$ cat config.mk
export PLATFORM = sky130hd
export DESIGN_NAME = sysbus_ownership_handshake
export DESIGN_NICKNAME = d
export VERILOG_FILES = /design/src/verilog/sysbus_own_pkg.sv /design/src/verilog/sysbus_ownership_handshake.sv
export VERILOG_INCLUDE_DIRS = /design/src /design/src/verilog
export SDC_FILE = /design/constraint.sdc
export NUM_CORES = 1
export LEC_CHECK = 0
export BUFFER_PORTS_ARGS = -buffer_cell sky130_fd_sc_hd__buf_4
export CAP_MARGIN = 10
export CORE_UTILIZATION = 56
export DETAILED_ROUTE_END_ITERATION = 8
export PLACE_DENSITY = 0.8
export SLEW_MARGIN = 20
export SYNTH_ARGS = -nofsm -noshare
export SYNTH_HDL_FRONTEND = slang
export SYNTH_SLANG_ARGS = --single-unit
$ cat constraint.sdc
create_clock -name clk_i -period 2.7 [get_ports clk_i]
set_input_delay 0.135 -clock clk_i [delete_from_list [all_inputs] [get_ports clk_i]]
set_output_delay 0.135 -clock clk_i [all_outputs]
set_load 0.01 [all_outputs]
$ cat src/verilog/sysbus_own_params.svh
// timing and encoding constants for the system bus ownership handshake
`ifndef SYSBUS_OWN_PARAMS_SVH
`define SYSBUS_OWN_PARAMS_SVH
`define SYSBUS_OWN_SYNC_STAGES 3
`define SYSBUS_OWN_RDCNT_W 4
`define SYSBUS_OWN_MODE_NATIVE 1'b1
`endif

$ cat src/verilog/sysbus_own_pkg.sv
// types for the system bus ownership handshake
package sysbus_own_pkg;
  typedef enum logic [1:0] {
    OWN_MASTER = 2'b00,
    OWN_RELEASE = 2'b01,
    OWN_SLAVE = 2'b10
  } own_state_type;
endpackage

$ cat src/verilog/sysbus_ownership_handshake.sv
// bus ownership handshake between the processor and the external agent
// ==========================================================
`timescale 1ns/10ps
`include "sysbus_own_params.svh"
module sysbus_ownership_handshake
  import sysbus_own_pkg::*;
#(
  parameter int RDCNT_W = `SYSBUS_OWN_RDCNT_W
) (
  // clock and reset
  input wire logic clk_i,
  input wire logic rst_i,
  input wire logic cold_reset_i,
  // pins from the external agent
  input wire logic protocol_select_strap_n_i,
  input wire logic ext_bus_request_n_i,
  input wire logic compat_ext_request_n_i,
  input wire logic ext_null_request_i,
  // processor core side
  input wire logic core_pending_i,
  input wire logic core_want_slave_i,
  input wire logic read_issue_i,
  input wire logic read_done_i,
  input wire logic protocol_error_i,
  // pins to the external agent
  output logic release_n_o,
  output logic proc_bus_owner_n_o,
  output logic proc_pending_request_n_o,
  output logic sys_addr_data_bus_oe_o,
  output logic native_mode_o
);
  // refuse a read counter that cannot hold even one outstanding read
  if (RDCNT_W < 1) begin : g_bad_width
    $error("RDCNT_W must be at least 1");
  end

  // ==========================================================
  // input synchronisers, three stages, change taken when last two agree
  logic [2:0] ext_sync_q, ext_sync_d, cmp_sync_q, cmp_sync_d, strap_sync_q, strap_sync_d;
  logic ext_req_q, ext_req_d, cmp_req_q, cmp_req_d;
  always_comb begin
    ext_sync_d = {ext_sync_q[1:0], ~ext_bus_request_n_i};
    cmp_sync_d = {cmp_sync_q[1:0], ~compat_ext_request_n_i};
    strap_sync_d = {strap_sync_q[1:0], protocol_select_strap_n_i};
    ext_req_d = (ext_sync_q[2] == ext_sync_q[1]) ? ext_sync_q[2] : ext_req_q;
    cmp_req_d = (cmp_sync_q[2] == cmp_sync_q[1]) ? cmp_sync_q[2] : cmp_req_q;
  end
  always_ff @(posedge clk_i) begin
    if (rst_i) begin
      ext_sync_q <= 3'h0;
      cmp_sync_q <= 3'h0;
      strap_sync_q <= 3'h7;
      ext_req_q <= 1'b0;
      cmp_req_q <= 1'b0;
    end else begin
      ext_sync_q <= ext_sync_d;
      cmp_sync_q <= cmp_sync_d;
      strap_sync_q <= strap_sync_d;
      ext_req_q <= ext_req_d;
      cmp_req_q <= cmp_req_d;
    end
  end

  // ==========================================================
  // protocol mode, captured while cold reset is held
  logic mode_q, mode_d;
  always_comb begin
    mode_d = mode_q;
    if (cold_reset_i && strap_sync_q[2] == strap_sync_q[1]) begin
      mode_d = strap_sync_q[2];
    end
  end
  always_ff @(posedge clk_i) begin
    if (rst_i) begin
      mode_q <= `SYSBUS_OWN_MODE_NATIVE;
    end else begin
      mode_q <= mode_d;
    end
  end

  // ==========================================================
  // outstanding read count
  logic [RDCNT_W-1:0] rd_cnt_q, rd_cnt_d;
  always_comb begin
    rd_cnt_d = rd_cnt_q;
    if (read_issue_i && !read_done_i && rd_cnt_q != {RDCNT_W{1'b1}}) begin
      rd_cnt_d = rd_cnt_q + RDCNT_W'(1);
    end else if (read_done_i && !read_issue_i && rd_cnt_q != '0) begin
      rd_cnt_d = rd_cnt_q - RDCNT_W'(1);
    end
  end
  always_ff @(posedge clk_i) begin
    if (rst_i) begin
      rd_cnt_q <= '0;
    end else begin
      rd_cnt_q <= rd_cnt_d;
    end
  end

  // ==========================================================
  // ownership state machine
  own_state_type st_q, st_d;
  // active-low pins are kept active low in their flops, so no gate follows them
  logic rel_n_q, rel_n_d, own_n_q, own_n_d, proc_pending_request_n_n_q, proc_pending_request_n_n_d, oe_q, oe_d, tog_q, tog_d;
  logic ext_ask, uncompelled;
  always_comb begin
    ext_ask = mode_q ? ext_req_q : cmp_req_q;
    uncompelled = core_want_slave_i && (mode_q ? (rd_cnt_q != '0) : (rd_cnt_q == RDCNT_W'(1)));
    st_d = st_q;
    rel_n_d = 1'b1;
    case (st_q)
      OWN_MASTER: begin
        if (ext_ask || uncompelled) begin
          st_d = OWN_RELEASE;
          rel_n_d = !mode_q;
        end
      end
      OWN_RELEASE: begin
        st_d = OWN_SLAVE;
      end
      OWN_SLAVE: begin
        if (mode_q ? ext_null_request_i : !cmp_req_q) begin
          st_d = OWN_MASTER;
        end
      end
      default: begin
        st_d = OWN_MASTER;
      end
    endcase
    // the owner pin only means something in compat mode; native keeps it inactive
    own_n_d = mode_q || st_d != OWN_MASTER;
    oe_d = st_d == OWN_MASTER;
    tog_d = protocol_error_i ? ~tog_q : 1'b0;
    if (mode_q) begin
      proc_pending_request_n_n_d = !(core_pending_i && st_d != OWN_MASTER);
    end else if (protocol_error_i) begin
      proc_pending_request_n_n_d = !tog_q;
    end else begin
      proc_pending_request_n_n_d = !(core_pending_i && st_d != OWN_MASTER);
    end
  end
  always_ff @(posedge clk_i) begin
    if (rst_i) begin
      st_q <= OWN_MASTER;
      rel_n_q <= 1'b1;
      own_n_q <= 1'b1;
      proc_pending_request_n_n_q <= 1'b1;
      oe_q <= 1'b0;
      tog_q <= 1'b0;
    end else begin
      st_q <= st_d;
      rel_n_q <= rel_n_d;
      own_n_q <= own_n_d;
      proc_pending_request_n_n_q <= proc_pending_request_n_n_d;
      oe_q <= oe_d;
      tog_q <= tog_d;
    end
  end

  // outputs straight from flip-flops
  assign release_n_o = rel_n_q;
  assign proc_bus_owner_n_o = own_n_q;
  assign proc_pending_request_n_o = proc_pending_request_n_n_q;
  assign sys_addr_data_bus_oe_o = oe_q;
  assign native_mode_o = mode_q;

  // ==========================================================
  // checks
  release_on_req_a: assert property (@(posedge clk_i) disable iff (rst_i)
    mode_q && st_q == OWN_MASTER && ext_req_q |=> !release_n_o)
    else $error("release not given after native request");
  release_pulse_a: assert property (@(posedge clk_i) disable iff (rst_i)
    !release_n_o |=> release_n_o)
    else $error("release held longer than one cycle");
  owner_drop_a: assert property (@(posedge clk_i) disable iff (rst_i)
    !mode_q && !mode_d && st_q == OWN_MASTER && cmp_req_q |=> proc_bus_owner_n_o)
    else $error("owner output not dropped on compat request");
  owner_slave_a: assert property (@(posedge clk_i) disable iff (rst_i)
    st_q == OWN_SLAVE |-> proc_bus_owner_n_o)
    else $error("owner output active while slave");
  toggle_err_a: assert property (@(posedge clk_i) disable iff (rst_i)
    !mode_q && protocol_error_i && $past(!mode_q && protocol_error_i) |=>
      proc_pending_request_n_o != $past(proc_pending_request_n_o))
    else $error("request output not toggling on error");
  pending_native_a: assert property (@(posedge clk_i) disable iff (rst_i)
    mode_q && core_pending_i && st_q == OWN_SLAVE && !ext_null_request_i
      |=> !proc_pending_request_n_o)
    else $error("pending request not shown");
  // the bus may only be driven while the state register says master
  one_driver_a: assert property (@(posedge clk_i) disable iff (rst_i)
    st_q != OWN_MASTER |-> !sys_addr_data_bus_oe_o)
    else $error("bus driven while not master");
  mode_hold_a: assert property (@(posedge clk_i) disable iff (rst_i)
    !cold_reset_i |=> $stable(native_mode_o))
    else $error("mode changed outside cold reset");
  // uncompelled changes to slave and the return of ownership
  uncompelled_rel_a: assert property (@(posedge clk_i) disable iff (rst_i)
    mode_q && st_q == OWN_MASTER && core_want_slave_i && rd_cnt_q != '0 |=> !release_n_o)
    else $error("no release on uncompelled slave change");
  uncompelled_own_a: assert property (@(posedge clk_i) disable iff (rst_i)
    !mode_q && st_q == OWN_MASTER && core_want_slave_i && rd_cnt_q == RDCNT_W'(1)
      |=> proc_bus_owner_n_o)
    else $error("owner output kept on uncompelled slave change");
  owner_back_a: assert property (@(posedge clk_i) disable iff (rst_i)
    !mode_q && st_q == OWN_SLAVE && !cmp_req_q |=> !proc_bus_owner_n_o)
    else $error("owner output not active after return to master");
  compat_request_a: assert property (@(posedge clk_i) disable iff (rst_i)
    !mode_q && !protocol_error_i && core_pending_i && st_q == OWN_SLAVE && cmp_req_q
      |=> !proc_pending_request_n_o)
    else $error("compat ownership request not shown");
endmodule

# Word-level counts from Yosys, hierarchy flattened
# Index checks and enable logic that the tools add are counted.
[word_totals] reg_bits=23 latchBits=0 mem_bits_rw=0 rom_bits=0 input_bits=12 output_inout_bits=5 word_cells=60 n_memories=0
[classes] addsub=2 mul=0 n_div=0 magnitude_cmp=0 eq_ne=7 n_shift=0 mux=10 n_bitwise=6 n_reduce_logical=22
[op_table] operator="4-bit two-way mux" n=2
[op_table] operator="1-bit logical AND" n=7
[op_table] operator="1-bit logical NOT" n=6
[op_table] operator="1-bit NOT" n=6
[op_table] operator="2-bit one-hot mux with 3 select lines" n=1
[op_table] operator="1-bit two-way mux" n=5
[op_table] operator="4-bit by 1-bit adder with 4-bit output (second input constant)" n=1
[op_table] operator="4-bit by 1-bit == test with 1-bit output (second input constant)" n=1
[op_table] operator="2-bit logical NOT" n=2
[op_table] operator="2-bit two-way mux" n=2
[op_table] operator="4-bit != test (second input constant)" n=1
[op_table] operator="2-bit nonzero test" n=2
[op_table] operator="4-bit nonzero test" n=1
[op_table] operator="4-bit by 1-bit subtractor with 4-bit output (second input constant)" n=1
[op_table] operator="1-bit == test" n=3
[op_table] operator="3-bit OR reduction" n=1
[op_table] operator="2-bit by 1-bit == test with 1-bit output (second input constant)" n=1
[op_table] operator="2-bit == test (second input constant)" n=1
[op_table] operator="1-bit logical OR" n=2
[op_table] operator="2-bit OR reduction" n=1

# Logic depth before layout (Yosys ltp)
[depth] depth_word=11 mapped_depth=6 depth_no_buf=6

# Worst setup path before layout
# OpenSTA, ideal clock, no wires.
[synth_timing] path_type="register -> register" start="register rd_cnt_q[1]" end="register rd_cnt_q[2]" setup_ps=121 t_arrival_ps=1567 required_time_ps=2579 path_slack_ps=1012 stages_incl_launch_ff=7 n_path_buf=0 synth_period_minus_slack_ps=1688 path_cell_list="dfxtp_1 inv_1 ha_1 or3b_1 and3_4 a22oi_1 mux2_2"
[synth_between] elab_chain_cells=3 elab_cells_between_ends=9 classes_between="add/sub: 2; eq/ne: 1; mux: 2; reduce/logical: 4"
[synth_rtl] element="start, declared" line="sysbus_ownership_handshake.sv:83" text="logic [RDCNT_W-1:0] rd_cnt_q, rd_cnt_d;"
[synth_rtl] element="start signal, assigned" line="sysbus_ownership_handshake.sv:96" text="rd_cnt_q <= rd_cnt_d;"
[synth_rtl] element="4-bit by 1-bit subtractor with 4-bit output (tied with other cells)" line="sysbus_ownership_handshake.sv:89" text="rd_cnt_d = rd_cnt_q - RDCNT_W'(1);"
[synth_rtl] element="4-bit two-way mux (tied with other cells)" line="sysbus_ownership_handshake.sv:88" text="end else if (read_done_i && !read_issue_i && rd_cnt_q != '0) begin"
[synth_rtl] element="4-bit two-way mux / 2-bit nonzero test (equally long branches)"
# Parallel ways exist; a longest one is shown, timed or not. The select of a mux whose other input is x is not followed.
# A chain may end at the register's enable or synchronous reset.

# Worst setup path after layout
[layout_timing] start="register rd_cnt_q[0]" end="register rd_cnt_q[3]"
# Same word-level chain as after synthesis.

==> flow_summary_export.csv <==
group,metric,value,unit
sta,holdWs,-0.450,ps
synth,yosys.area_share.simple,24.2,%
status,status,"finished with violations",
sta,fin_crit,1890,ps
worst_setup_path,critPathCaptureType,"flip-flop",
floorplan,num_rows,14,
route,via_per_inst,5.36,
power,peakVddDrop,0.422,mV
synth,synth.most_common_cell,"dfxtp_1",
floorplan,ios,17,
floorplan,coreArea,1520,µm²
flow_run,cap_violations,0,
worst_setup_path,crit_start,"rd_cnt_q[0]",
route,num_vias,702,
place,placed_cell_area,1050,µm²
synth,synth_fp_nets,112,
global_route,grt_pass1_vias,629,
synth,synth.area.mux_share,4.73,%
synth,synth_area_leaders,"dfxtp_1, ha_1, nor2b_1, mux2_2, a21oi_1",
synth,ys_ff_latch,23,
worst_setup_path,r2r_slack,810,ps
worst_setup_path,path_max_fanout,7,
synth,synth_xor_area_share,0,%
sta,rsz0062_at_grt,"false",
place,dp_cells,125,
place,dp_hpwl,1.08,mm
global_route,grt_max_degree,25,
clock_tree,cts_num_sinks,23,
hold_path,hp-class,"input port to flip-flop",
route,dr.pass1.iters,4,
synth,async_flop_share,0,%
synth,seq_area_frac_synth,49.7,%
synth,synth_compound_area_share,12.6,%
synth,avgSynthCellArea,9.64,µm²
floorplan,fp.dieH,42.7,µm
global_route,grt_overflow,0,
power,p_leak,0.000473,µW
synth,synth_commonest_cells,"dfxtp_1, nor2b_1, nand2_1, nor2_1",
place,place.gp.congestion,0.823,
cells_and_area,fin_cells,131,
floorplan,die_area,1820,µm²
clock_tree,cts_root_buf,"clkbuf_4",
floorplan,initial_core_util,60.8,%
sta,finalHoldViolCount,1,
power,powerDensity,572,nW/µm²
worst_setup_path,r2r-start,"rd_cnt_q[0]",
sta,fin_setup_tns,0,ps
hold_path,worstHoldStart,"protocol_select_strap_n_i",
clock_tree,cts_buffer_depth,2,
worst_setup_path,path_class,"flip-flop to flip-flop",
route,antenna_left,0,
sta,setup_viol_count_final,0,
global_route,antenna_found_initial,0,
sta,period_share,69.9,%
route,routed_wl,1.48,mm
clock_tree,htreeDepth,1,
sta,max_slew_margin,48.0,%
synth,synth_area,926,µm²
synth,synth_edf_count,0,
worst_setup_path,worstPathRequired,2920,ps
route,drc,0,
synth,netlist_instances,96,
route,drt_first_iter_violations,8,
status,violations,"negative hold slack",
cells_and_area,area_growth,18.9,%
clock_tree,insertion_delay,310,ps
sta,fmax,0.530,GHz
clock_tree,cts.clk_slew.worst_paths,130,ps
cells_and_area,fin_nets,132,
clock_tree,cts_buffers,3,
synth,yosysUniqueCellTypes,34,
floorplan,fp.dieW,42.7,µm
place,io_buffers,16,
sta,drv_slew,0,
synth,synth_adder_area_share,5.41,%
synth,synth_top_family_by_area,"simple AND/OR/NAND/NOR gates",
global_route,grt_pass1_wl,2.53,mm
route,routedWlPerCell,11.3,µm
synth,synth_top_cell_by_area,"dfxtp_1",
synth,synth_flop_cell,"dfxtp_1",
clock_tree,tritoncts,"built",
worst_setup_path,crit_path_start_kind,"flip-flop",
global_route,grt.total_usage,18.6,%
power,finalPower,630,µW
synth,ys_warn_count,0,
sta,worst_pin_slew,774,ps
cells_and_area,drive_gt1_share,24.3,%
sta,skew,7.83,ps
cells_and_area,antennaDiodeCount,0,
cells_and_area,design_area,1100,µm²
synth,synth_top_area_share,49.7,%
worst_setup_path,arrival,2100,ps
-- logic make-up (layout without fill, tap and decap cells) --
logic type,Yosys count,count (layout)
muxes,4,4
DFF,23,23
adders and majority gates,4,4
AOI/OAI and AO/OA,18,18
and+or+nand+nor,39,39
buffers and inverters,8,27
-- power by group --
part	leakage (µW)	total [µW]	switching, µW	internal, µW
combinational	0.000267	100	45.3	54.7
clock	0.0000177	156	101	55.3
sequential	0.000189	374	13.3	361
-- state kept, by name, summed over array words and instances (netlist names) --
signal and cells:
strap_sync_q 3, sys_addr_data_bus_oe_o 1, cmp_sync_q 3, ext_req_q 1, ext_sync_q 3, cmp_req_q 1
rd_cnt_q 4, tog_q 1, native_mode_o 1, proc_pending_request_n_o 1, release_n_o 1, st_q 2
proc_bus_owner_n_o 1
-- what timing repair did --
| item | 4_1_cts | 5_1_grt |
|---|---|---|
| setup endpoints to repair | 0 | 0 |
| endpoints found under the hold margin | 2 | 0 |
| hold buffers | 2 | 0 |
| setup buffers | 0 | 0 |
| resized for setup | 0 | 0 |
-- cells in the final DEF (no fill, tap or decap), types with 3 or more instances in the layout --
master / count
dfxtp_1: 23
buf_4: 16
nor2b_1: 8
nor2_1: 6
nand2_1: 6
inv_1: 5
a21oi_1: 5
ha_1: 4
mux2_2: 3
or2_2: 3
o21ai_0: 3
clkbuf_4: 3
-- metal layers --
| metal | vias to the layer above | global-route usage [%] | part of all wire [%] |
|---|---|---|---|
| li1 | 374 | - | - |
| met4 | 0 | 9.38 | 2.0 |
| met3 | 4 | 3.83 | 2.7 |
| met1 | 309 | 21.5 | 47 |
| met2 | 15 | 32.1 | 48 |
| met5 | - | 0 | 0 |
-- worst max-delay path, stage by stage, from the launching register on --
cell and delay, ps:
dfxtp_1 380, ha_1 230, a311oi_1 680, a22oi_1 210, mux2_2 310
-- per-stage QoR --
step	util, %	setup WS (ps)
3_5_place_dp	69.1	875
4_1_cts	72.2	864
6_report	72.2	812
3_3_place_gp	69.1	910
2_1_floorplan	-	1010
5_1_grt	72.2	727
-- layout make-up --
class | count | area (µm²)
clock inverter | 1 | 5.00
sequential | 23 | 460
inverter | 5 | 18.8
fill | 119 | 423
tap | 16 | 20.0
timing repair buffer | 18 | 140
clock buffer | 3 | 22.5
multi-input combinational | 65 | 434
-- worst paths after layout --
kind | cells after the start | endpoint
worst max-delay path | 4 | rd_cnt_q[3]
worst min-delay path | 2 | strap_sync_q[0]
worst max register to register | 4 | rd_cnt_q[3]
worst min register to register | 1 | strap_sync_q[1]
(Power assumes the default switching activity.)
